$ cat src/design/srq_pkg.sv
// srq_pkg: constants and types for the status reporting / service request block
// assumes a single 20 MHz instrument clock and an asynchronous active-high reset
package srq_pkg;
    // status byte bit positions
    localparam int STB_QUES_BIT = 3;
    localparam int STB_MAV_BIT  = 4;
    localparam int STB_ESB_BIT  = 5;
    localparam int STB_RQS_BIT  = 6;
    // standard event bit positions
    localparam int ESR_OPC_BIT  = 0;
    localparam int ESR_QYE_BIT  = 2;
    localparam int ESR_DDE_BIT  = 3;
    localparam int ESR_EXE_BIT  = 4;
    localparam int ESR_CME_BIT  = 5;
    localparam int ESR_PON_BIT  = 7;
    // questionable bit positions
    localparam int QUES_CC_BIT  = 0;
    localparam int QUES_CV_BIT  = 1;
    localparam int QUES_FAN_BIT = 4;
    localparam int QUES_OV_BIT  = 9;
    // implemented-bit masks
    localparam logic [7:0]  STB_USED_MASK  = 8'h78;
    localparam logic [7:0]  ESR_USED_MASK  = 8'hBD;
    localparam logic [15:0] QUES_USED_MASK = 16'h0213;
    // reset values
    localparam logic [7:0]  ENA8_RST  = 8'h00;
    localparam logic [15:0] ENA16_RST = 16'h0000;
    localparam logic        PSC_RST   = 1'b1;
    // error queue
    localparam int ERRQ_DEPTH   = 20;
    localparam int ERRQ_AW      = 5;
    localparam int ERR_W        = 16;
    localparam logic [ERR_W-1:0] ERR_NONE     = 16'h0000;
    localparam logic [ERR_W-1:0] ERR_OVERFLOW = 16'hFEA2;
    localparam logic [ERRQ_AW-1:0] ERRQ_LAST  = 5'h13;
    localparam logic [ERRQ_AW:0]   ERRQ_FULL  = 6'h14;
    // output buffer depth (response words) before overload
    localparam logic [3:0] OBUF_LIMIT = 4'hF;
    localparam logic [15:0] OPC_ANSWER = 16'h0001;

    typedef enum logic [4:0] {
        CMD_NONE      = 5'h00,
        CMD_CLS       = 5'h01,
        CMD_ESE_WR    = 5'h02,
        CMD_ESE_RD    = 5'h03,
        CMD_ESR_RD    = 5'h04,
        CMD_OPC       = 5'h05,
        CMD_OPC_RD    = 5'h06,
        CMD_PSC_WR    = 5'h07,
        CMD_PSC_RD    = 5'h08,
        CMD_SRE_WR    = 5'h09,
        CMD_SRE_RD    = 5'h0A,
        CMD_STB_RD    = 5'h0B,
        CMD_WAI       = 5'h0C,
        CMD_QCOND_RD  = 5'h0D,
        CMD_QEVT_RD   = 5'h0E,
        CMD_QENA_WR   = 5'h0F,
        CMD_QENA_RD   = 5'h10,
        CMD_ERR_RD    = 5'h11
    } srq_cmd_t;

    typedef enum logic [1:0] {
        ST_IDLE  = 2'b00,
        ST_WAIT  = 2'b01,
        ST_HALT  = 2'b10
    } srq_state_t;
endpackage

$ cat src/design/srq_event_reg.sv
// srq_event_reg: one latched event register with enable mask and summary bit
// assumes set pulses arrive on the instrument clock; set wins over clear
`timescale 1ns/1ps
module srq_event_reg #(
    parameter int W = 8
) (
    input  wire logic         clk,
    input  wire logic         rst,
    input  wire logic [W-1:0] set_bits,
    input  wire logic         clr,
    input  wire logic [W-1:0] ena,
    output logic      [W-1:0] evt_ff,
    output logic              summary
);
    logic [W-1:0] nxt_evt;

    // RULE14 latch then clear
    assign nxt_evt = (clr ? {W{1'b0}} : evt_ff) | set_bits;
    // RULE26 masked or summary
    assign summary = |(evt_ff & ena);

    always_ff @(posedge clk or posedge rst) begin
        if (rst) begin
            evt_ff <= {W{1'b0}};
        end else begin
            evt_ff <= nxt_evt;
        end
    end
endmodule

$ cat src/design/srq_err_queue.sv
// srq_err_queue: 20-entry first-in first-out error store
// assumes one push and one pop pulse per cycle at most; clear empties it except for an error pushed in the same cycle
`timescale 1ns/1ps
module srq_err_queue
    import srq_pkg::*;
(
    input  wire logic             clk,
    input  wire logic             rst,
    input  wire logic             push,
    input  wire logic [ERR_W-1:0] push_code,
    input  wire logic             pop,
    input  wire logic             clr,
    output logic      [ERR_W-1:0] head,
    output logic                  not_empty
);
    logic [ERR_W-1:0]   mem [ERRQ_DEPTH];
    logic [ERRQ_AW-1:0] rd_ff;
    logic [ERRQ_AW-1:0] wr_ff;
    logic [ERRQ_AW:0]   cnt_ff;
    logic               full;
    logic               do_pop;
    logic               do_push;
    logic               do_ovf;
    logic [ERRQ_AW-1:0] last_idx;

    assign full      = (cnt_ff == ERRQ_FULL);
    assign not_empty = (cnt_ff != '0);
    assign head      = not_empty ? mem[rd_ff] : ERR_NONE;
    assign do_pop    = pop && not_empty;
    assign do_push   = push && !full;
    // newest entry replaced by overflow code when full
    assign do_ovf    = push && full && !do_pop;
    assign last_idx  = (wr_ff == '0) ? ERRQ_LAST : wr_ff - 5'h01;

    always_ff @(posedge clk) begin
        if (do_push || (clr && push)) begin
            mem[clr ? '0 : wr_ff] <= push_code;
        end else if (do_ovf) begin
            mem[last_idx] <= ERR_OVERFLOW;
        end
    end

    // RULE11 fifo order
    always_ff @(posedge clk or posedge rst) begin
        if (rst) begin
            rd_ff  <= '0;
            wr_ff  <= '0;
            cnt_ff <= '0;
        end else if (clr) begin
            // error arriving with clear survives it
            rd_ff  <= '0;
            wr_ff  <= {4'h0, push};
            cnt_ff <= {5'h00, push};
        end else begin
            if (do_pop) begin
                rd_ff <= (rd_ff == ERRQ_LAST) ? '0 : rd_ff + 5'h01;
            end
            if (do_push) begin
                wr_ff <= (wr_ff == ERRQ_LAST) ? '0 : wr_ff + 5'h01;
            end
            // RULE12 empty after reads
            cnt_ff <= cnt_ff + {5'h00, do_push} - {5'h00, do_pop};
        end
    end
endmodule

$ cat src/design/srq_status.sv
// srq_status: status byte, event registers, service request and error queue
// assumes a command parser presents one decoded command per cmd_valid pulse
// and that the bus interface signals serial polls and output-buffer activity
`timescale 1ns/1ps
// Overview of operation
// RULE1 - enable mask picks summary bits for request
// RULE2 - request bit drives service request line
// RULE3 - request cleared by poll or event read
// RULE4 - serial poll returns byte, clears request
// RULE5 - status query leaves request bit set
// RULE6 - status query executes in command order
// RULE7 - message available while output data waits
// RULE8 - operation complete command sets event bit
// RULE9 - operation complete query answers one
// RULE10 - output overload stops command processing
// RULE11 - error queue fifo, twenty entries
// RULE12 - all errors read turns indicator off
// RULE13 - condition register follows regulation mode
// RULE14 - questionable events latch, read clears
// RULE15 - questionable mask selects summary bits
// RULE16 - clear status clears all event registers
// RULE17 - standard event mask selects summary
// RULE18 - query answers binary weighted value
// RULE19 - power-on clear setting governs mask reset
// RULE20 - wait holds commands until operations finish; the code holds them only when triggered_mode is set
// RULE21 - controller enables complete then polls
// RULE22 - controller setup order before requests
// RULE23 - status byte bit layout fixed
// RULE24 - standard event bit layout fixed
// RULE25 - questionable bit layout fixed
// RULE26 - summaries are masked or reductions
module srq_status
    import srq_pkg::*;
(
    input  wire logic               clk,
    input  wire logic               rst,
    input  wire logic               cmd_valid,
    input  wire srq_pkg::srq_cmd_t  cmd_code,
    input  wire logic [15:0]        cmd_arg,
    output logic                    cmd_ready_ff,
    output logic                    rsp_valid_ff,
    output logic [15:0]             rsp_data_ff,
    input  wire logic               ops_pending,
    input  wire logic               triggered_mode,
    input  wire logic               obuf_push,
    input  wire logic               obuf_pop,
    input  wire logic               power_on,
    input  wire logic               constant_current_mode,
    input  wire logic               constant_voltage_mode,
    input  wire logic               fan_fault,
    input  wire logic               ov_tripped,
    input  wire logic               ev_query_err,
    input  wire logic               ev_device_err,
    input  wire logic               ev_exec_err,
    input  wire logic               ev_cmd_err,
    input  wire logic [15:0]        err_code,
    input  wire logic               serial_poll,
    output logic [7:0]              poll_byte_ff,
    output logic                    poll_valid_ff,
    output logic                    srq_ff,
    output logic                    error_ind_ff,
    output logic                    overload_ff
);
    srq_state_t   state_ff;
    srq_state_t   nxt_state;
    logic [7:0]   sre_ff;
    logic [7:0]   ese_ff;
    logic [15:0]  qena_ff;
    logic         psc_ff;
    logic         rqs_ff;
    logic         nxt_rqs;
    logic         pon_seen_ff;
    logic [3:0]   obuf_cnt_ff;
    logic [3:0]   nxt_obuf_cnt;
    logic [7:0]   esr_q;
    logic [15:0]  ques_q;
    logic         esb;
    logic         ques_sum;
    logic         mav;
    logic         cls;
    logic         take;
    logic         is_query;
    logic [7:0]   stb_val;
    logic [7:0]   stb_req_mask;
    logic         rqs_cause;
    logic         rqs_cause_ff;
    logic [15:0]  qcond;
    logic [7:0]   esr_set;
    logic [15:0]  ques_set;
    logic [15:0]  rsp_val;
    logic         opc_set;
    logic         esr_read;
    logic         qevt_read;
    logic         err_read;
    logic [15:0]  err_head;
    logic         err_any;
    logic         pon_pulse;
    logic         obuf_in;

    // RULE13 unlatched condition
    assign qcond = {6'h00, ov_tripped, 4'h0, fan_fault, 2'h0,
                    constant_voltage_mode, constant_current_mode};

    assign take      = cmd_valid && cmd_ready_ff;
    // RULE16 clear status
    assign cls       = take && (cmd_code == CMD_CLS);
    assign esr_read  = take && (cmd_code == CMD_ESR_RD);
    assign qevt_read = take && (cmd_code == CMD_QEVT_RD);
    assign err_read  = take && (cmd_code == CMD_ERR_RD);
    // RULE8 opc sets bit
    assign opc_set   = take && (cmd_code == CMD_OPC);
    assign pon_pulse = power_on && !pon_seen_ff;

    // RULE24 standard event layout
    assign esr_set = {pon_pulse, 1'b0, ev_cmd_err, ev_exec_err,
                      ev_device_err, ev_query_err, 1'b0, opc_set} & ESR_USED_MASK;
    // RULE25 questionable layout
    assign ques_set = qcond & QUES_USED_MASK;

    srq_event_reg #(.W(8)) u_esr (
        .clk      (clk),
        .rst      (rst),
        .set_bits (esr_set),
        .clr      (cls || esr_read),
        .ena      (ese_ff),
        .evt_ff   (esr_q),
        .summary  (esb)
    );

    // RULE15 questionable enable
    srq_event_reg #(.W(16)) u_ques (
        .clk      (clk),
        .rst      (rst),
        .set_bits (ques_set),
        .clr      (cls || qevt_read),
        .ena      (qena_ff),
        .evt_ff   (ques_q),
        .summary  (ques_sum)
    );

    // RULE11 error storage
    srq_err_queue u_errq (
        .clk       (clk),
        .rst       (rst),
        .push      (ev_query_err | ev_device_err | ev_exec_err | ev_cmd_err),
        .push_code (err_code),
        .pop       (err_read),
        .clr       (cls),
        .head      (err_head),
        .not_empty (err_any)
    );

    // RULE7 message available
    assign obuf_in = obuf_push || (take && is_query);
    assign mav     = (obuf_cnt_ff != 4'h0);

    // RULE23 status byte layout
    assign stb_val = {1'b0, rqs_ff, esb, mav, ques_sum, 3'b000} & STB_USED_MASK;
    // RULE1 request mask
    assign stb_req_mask = stb_val & sre_ff & ~(8'h01 << STB_RQS_BIT);
    // RULE26 request from masked byte
    assign rqs_cause = |stb_req_mask;

    // RULE3 clear on poll or read
    always_comb begin
        nxt_rqs = rqs_ff;
        if (serial_poll || cls) begin
            nxt_rqs = 1'b0;
        end else if (esr_read && sre_ff[STB_ESB_BIT] && esb) begin
            nxt_rqs = 1'b0;
        end else if (qevt_read && sre_ff[STB_QUES_BIT] && ques_sum) begin
            nxt_rqs = 1'b0;
        end else if (rqs_cause && !rqs_cause_ff) begin
            nxt_rqs = 1'b1;
        end
    end

    always_comb begin
        is_query = 1'b1;
        rsp_val  = 16'h0000;
        case (cmd_code)
            CMD_ESE_RD:   rsp_val = {8'h00, ese_ff};
            CMD_ESR_RD:   rsp_val = {8'h00, esr_q};
            CMD_OPC_RD:   rsp_val = OPC_ANSWER;
            CMD_PSC_RD:   rsp_val = {15'h0000, psc_ff};
            CMD_SRE_RD:   rsp_val = {8'h00, sre_ff};
            // RULE5 request bit left alone
            CMD_STB_RD:   rsp_val = {8'h00, stb_val};
            CMD_QCOND_RD: rsp_val = qcond;
            CMD_QEVT_RD:  rsp_val = ques_q;
            CMD_QENA_RD:  rsp_val = qena_ff;
            CMD_ERR_RD:   rsp_val = err_head;
            default:      is_query = 1'b0;
        endcase
    end

    // RULE10 overload halts
    always_comb begin
        nxt_obuf_cnt = obuf_cnt_ff;
        if (obuf_in && !obuf_pop && obuf_cnt_ff != OBUF_LIMIT) begin
            nxt_obuf_cnt = obuf_cnt_ff + 4'h1;
        end else if (!obuf_in && obuf_pop && mav) begin
            nxt_obuf_cnt = obuf_cnt_ff - 4'h1;
        end
    end

    // RULE20 wait holds commands
    always_comb begin
        nxt_state = state_ff;
        case (state_ff)
            ST_IDLE: begin
                if (obuf_in && !obuf_pop && obuf_cnt_ff == OBUF_LIMIT) begin
                    nxt_state = ST_HALT;
                end else if (take && cmd_code == CMD_WAI && triggered_mode && ops_pending) begin
                    nxt_state = ST_WAIT;
                end
            end
            ST_WAIT: begin
                if (!ops_pending) begin
                    nxt_state = ST_IDLE;
                end
            end
            ST_HALT: begin
                if (obuf_pop) begin
                    nxt_state = ST_IDLE;
                end
            end
            default: nxt_state = ST_IDLE;
        endcase
    end

    always_ff @(posedge clk or posedge rst) begin
        if (rst) begin
            state_ff     <= ST_IDLE;
            obuf_cnt_ff  <= 4'h0;
            rqs_ff       <= 1'b0;
            rqs_cause_ff <= 1'b0;
            pon_seen_ff  <= 1'b0;
            cmd_ready_ff <= 1'b0;
            overload_ff  <= 1'b0;
        end else begin
            state_ff     <= nxt_state;
            obuf_cnt_ff  <= cls ? 4'h0 : nxt_obuf_cnt;
            // RULE2 request follows bit
            rqs_ff       <= nxt_rqs;
            rqs_cause_ff <= rqs_cause;
            pon_seen_ff  <= power_on;
            // RULE6 queries in order
            cmd_ready_ff <= (nxt_state == ST_IDLE) && !take;
            overload_ff  <= (nxt_state == ST_HALT);
        end
    end

    // RULE19 power-on mask clear
    always_ff @(posedge clk or posedge rst) begin
        if (rst) begin
            sre_ff  <= ENA8_RST;
            ese_ff  <= ENA8_RST;
            qena_ff <= ENA16_RST;
            psc_ff  <= PSC_RST;
        end else begin
            if (pon_pulse && psc_ff) begin
                sre_ff <= ENA8_RST;
                ese_ff <= ENA8_RST;
            end
            if (take && cmd_code == CMD_SRE_WR) begin
                sre_ff <= cmd_arg[7:0];
            end
            // RULE17 event mask write
            if (take && cmd_code == CMD_ESE_WR) begin
                ese_ff <= cmd_arg[7:0];
            end
            if (take && cmd_code == CMD_QENA_WR) begin
                qena_ff <= cmd_arg;
            end
            if (take && cmd_code == CMD_PSC_WR) begin
                psc_ff <= cmd_arg[0];
            end
        end
    end

    // RULE18 binary weighted answer
    always_ff @(posedge clk or posedge rst) begin
        if (rst) begin
            rsp_valid_ff  <= 1'b0;
            rsp_data_ff   <= 16'h0000;
            poll_valid_ff <= 1'b0;
            poll_byte_ff  <= 8'h00;
            srq_ff        <= 1'b0;
            error_ind_ff  <= 1'b0;
        end else begin
            // RULE9 answer via response
            rsp_valid_ff  <= take && is_query;
            rsp_data_ff   <= (take && is_query) ? rsp_val : rsp_data_ff;
            // RULE4 poll answered at once
            poll_valid_ff <= serial_poll;
            poll_byte_ff  <= serial_poll ? stb_val : poll_byte_ff;
            srq_ff        <= nxt_rqs;
            // RULE12 indicator follows queue
            error_ind_ff  <= err_any;
        end
    end
endmodule

$ cat config.mk
export PLATFORM = sky130hd
export DESIGN_NAME = srq_status
export DESIGN_NICKNAME = d
export VERILOG_FILES = /design/src/design/srq_pkg.sv /design/src/design/srq_event_reg.sv /design/src/design/srq_err_queue.sv /design/src/design/srq_status.sv
export SDC_FILE = /design/constraint.sdc
export NUM_CORES = 1
export LEC_CHECK = 0
export BUFFER_PORTS_ARGS = -buffer_cell sky130_fd_sc_hd__buf_2
export CAP_MARGIN = 20
export CELL_PAD_IN_SITES_DETAIL_PLACEMENT = 1
export CELL_PAD_IN_SITES_GLOBAL_PLACEMENT = 1
export CORE_UTILIZATION = 50
export CTS_CLUSTER_DIAMETER = 150
export DETAILED_ROUTE_END_ITERATION = 7
export GPL_TIMING_DRIVEN = 0
export PLACE_DENSITY_LB_ADDON = 0.1
export SYNTH_ARGS = -nofsm -noshare
export SYNTH_HDL_FRONTEND = slang
export SYNTH_SLANG_ARGS = --single-unit
$ cat constraint.sdc
create_clock -name clk -period 4.54 [get_ports clk]
set_clock_uncertainty 0.2 [all_clocks]
set_input_delay 0.908 -clock clk [delete_from_list [all_inputs] [get_ports clk]]
set_output_delay 0.908 -clock clk [all_outputs]
set_load 0.02 [all_outputs]
==> metrics.txt <==
Post-Layout Inst Area=20300 um2; Psw=3.39 mW; Final Hold Fails=0; Synth Flop Type=edfxtp_1; measured slew at the worst slew-check pin=1080 ps; MaxCap Viol Count=0; Comb pwr share=23.6%; Post-Syn Instances=1061; FF/Latch Area=11900 um2; PwrDens=561 nW/um2; status=finished, final reports clean; Post-Layout Cell Count=1707; Longest Clk Path Bufs=3; Slew Viols, Final=0; Internal=7.99 mW; full die area=35300 um2; post-synthesis sequential area ratio=69.1%; fraction of registers with async set/reset=22.5%; Crit. End Element=flop; Worst Path Required=4620 ps; Worst setup SP type=flop; P&R area growth vs syn=17.5%; Initial DRC Count=690; Leak=7.03 nW; Rel. slew slack=28.3%; total placed instance area=18700 um2; RR Startpoint=u_errq.cnt_ff[3]; die span in x=188 um; RR Endpoint=u_errq.mem[8][11]; area of the multi-input gates=5060 um2; Post-CTS Setup Bufs=0; core region area=33800 um2; CP arrival=4130 ps; Distinct cells, synth=72; antenna cells=0; WL final=46.8 mm; FF-to-FF path depth=9; CTS clk-pin slew, worst paths=60 ps; reg2reg setup slack=480 ps; share of cells above drive strength 1=27.9%; Post-synth EDFFs=320; All-Layer GR Usage=27.6%; via count=10300; number of global-route vias before repair=10900; Detailed Place HPWL=32.8 mm; fillers=3114; Port Buffers=78; largest area contributor in the netlist=edfxtp_1; CTS Sinks=413; mean area per synthesized cell=16.3 um2; global-route wire length before repair=70.6 mm; gpl congestion=0.849; root buf cell=clkbuf_16; Flop pwr share=44.2%; initial antenna violation count=1; CTS tree=yes; fmax=246 MHz; htree depth=2; # nets final=1294; critical path type=reg2reg; Hold Buf Count CTS=0; Final Critical Period=4060 ps; TritonCTS buffer count=44; yosys warns=0; DRC viols=0; share of the synthesized area in the top cell type=55.6%; Min-Delay Path Class=in2async; Row Count=67; Synth Register Bits=413; RSZ-0062 raised after global routing=false; Clock Power Share=32.3%; Pre-antenna DRT Iters=5; Vert. Die Dim=188 um; fin worst setup slack=481 ps; Max VDD drop=0.356 mV; worst-skew pair later-pin latency=580 ps; Detail Route Antenna Nets=0; Post-CTS Resized=0; Ports=84; overall power=11.4 mW; worst slack at placement=210 ps; fin crit share=89.4%; Via density=6.02; synth top area cells=edfxtp_1 56%, dfrtp_1 13%, mux4_2 11%; critical path fanouts, max=9; largest net degree at the start of global routing=51; Avg WL per Cell=27.4 um; Switching Share=29.8%; mapped cell area=17300 um2; setup violators final=0; Initial Utilization=51.1%; cell total after placement=1620; gr ovfl total=0
## kinds of logic after synthesis
logic type / count (synthesis) / share of synthesized area, %
flip-flops: 413 / 69.1
AND/OR/NAND/NOR: 254 / 7.29
multiplexers: 132 / 13.7
buffers and inverters: 81 / 2.03
adder cells (fa/ha/maj): 16 / 1.25
AO/OA/AOI/OAI: 153 / 6.00
XOR/XNOR: 11 / 0.558
other: 1 / 0.0217
## through the flow
stage | hold slack (ps) | TNS, ps | utilization [%]
2_1_floorplan | 215 | 0 | -
3_3_place_gp | 223 | -197740 | 54.0
3_5_place_dp | 246 | 0 | 55.5
4_1_cts | 217 | 0 | 59.9
5_1_grt | 263 | 0 | 60.0
6_report | 211 | 0 | 60.0
## layout make-up
cell class	count	share of cell area, %
sequential	413	58.8
multi-input combinational	570	24.9
clock buffer	52	5.68
timing repair buffer	114	4.40
tap	448	2.76
clock inverter	29	1.63
buffer	57	1.28
inverter	24	0.456
## critical path, cell delays in order, from the launching register on
cell	delay, ps
dfrtp_1	380
inv_1	90
ha_1	180
nor4bb_1	820
nand2_1	280
o31ai_2	370
and2_1	240
nand3_1	240
nor2_2	720
buf_8	250
## worst max-delay path by stage
stage	startpoint	endpoint	slack, ps	depth (start not counted)
floorplan	cmd_code[2]	u_errq.mem[3][0]	200	9
global placement	cmd_code[3]	u_errq.mem[3][12]	-1560	10
detailed placement	cmd_code[3]	u_errq.mem[8][12]	210	10
CTS	u_errq.cnt_ff[3]	u_errq.mem[16][13]	440	8
global route	u_errq.cnt_ff[3]	u_errq.mem[8][11]	120	9
finish	u_errq.cnt_ff[3]	u_errq.mem[8][11]	480	9
## cell usage after synthesis, drive strengths merged (11+ instances only)
library cell / count
dfrtp: 92
nand2: 71
buf: 26
mux2: 28
ha: 14
nand3: 19
o21ai: 30
nor3: 14
a21o: 11
a22oi: 23
edfxtp: 320
mux2i: 23
inv: 23
a31oi: 14
mux4: 81
or2: 13
nor2b: 16
clkbuf: 31
a21oi: 25
nor2: 72
## power by group through the flow
stage / combinational (mW) / sequential [mW] / clock, mW
after floorplan: 1.61 / 5.08 / 0
after global routing: 2.93 / 5.08 / 3.85
final: 2.68 / 5.03 / 3.67
after global placement: 2.39 / 5.09 / 0
after CTS: 2.69 / 5.03 / 3.73
after detailed placement: 2.67 / 5.10 / 0
## registers in the layout, indices dropped and copies added (netlist names), 2 cells and up
signal         cells
u_esr.evt_ff       6
u_errq.rd_ff       5
u_errq.cnt_ff      6
ese_ff             8
u_ques.evt_ff      4
obuf_cnt_ff        4
u_errq.wr_ff       5
state_ff           2
u_errq.mem       320
sre_ff             8
poll_byte_ff       4
qena_ff           16
rsp_data_ff       16
## metal layers
layer	track usage (%)	vias up	part of all wire, %
met4	8.72	2	2.8
met1	36.5	5318	42
met5	0	-	0.017
met2	46.0	375	49
met3	5.73	92	6.0
li1	-	4484	-
## cell usage in the layout (no fill, tap or decap), types with 6 or more instances in the layout
cell type	count
ha_1	14
or2_2	13
buf_4	7
buf_8	21
nor2_2	17
bufinv_16	6
dfrtp_1	92
nand3_1	19
buf_6	8
edfxtp_1	320
nor4_1	7
nor2_1	55
a21o_1	11
buf_2	94
mux4_2	81
xnor2_1	7
inv_1	22
o211ai_1	10
buf_1	7
nand4_1	6
clkbuf_1	38
a31oi_1	13
clkinv_1	13
mux2i_1	23
nand2b_1	7
o22ai_1	8
clkbuf_16	45
nor2b_1	16
nor3_1	11
mux2_2	28
a22oi_1	23
a21oi_1	24
a32oi_1	7
nand2_1	70
a211oi_1	8
o21ai_0	29
(Power assumes the default switching activity.)
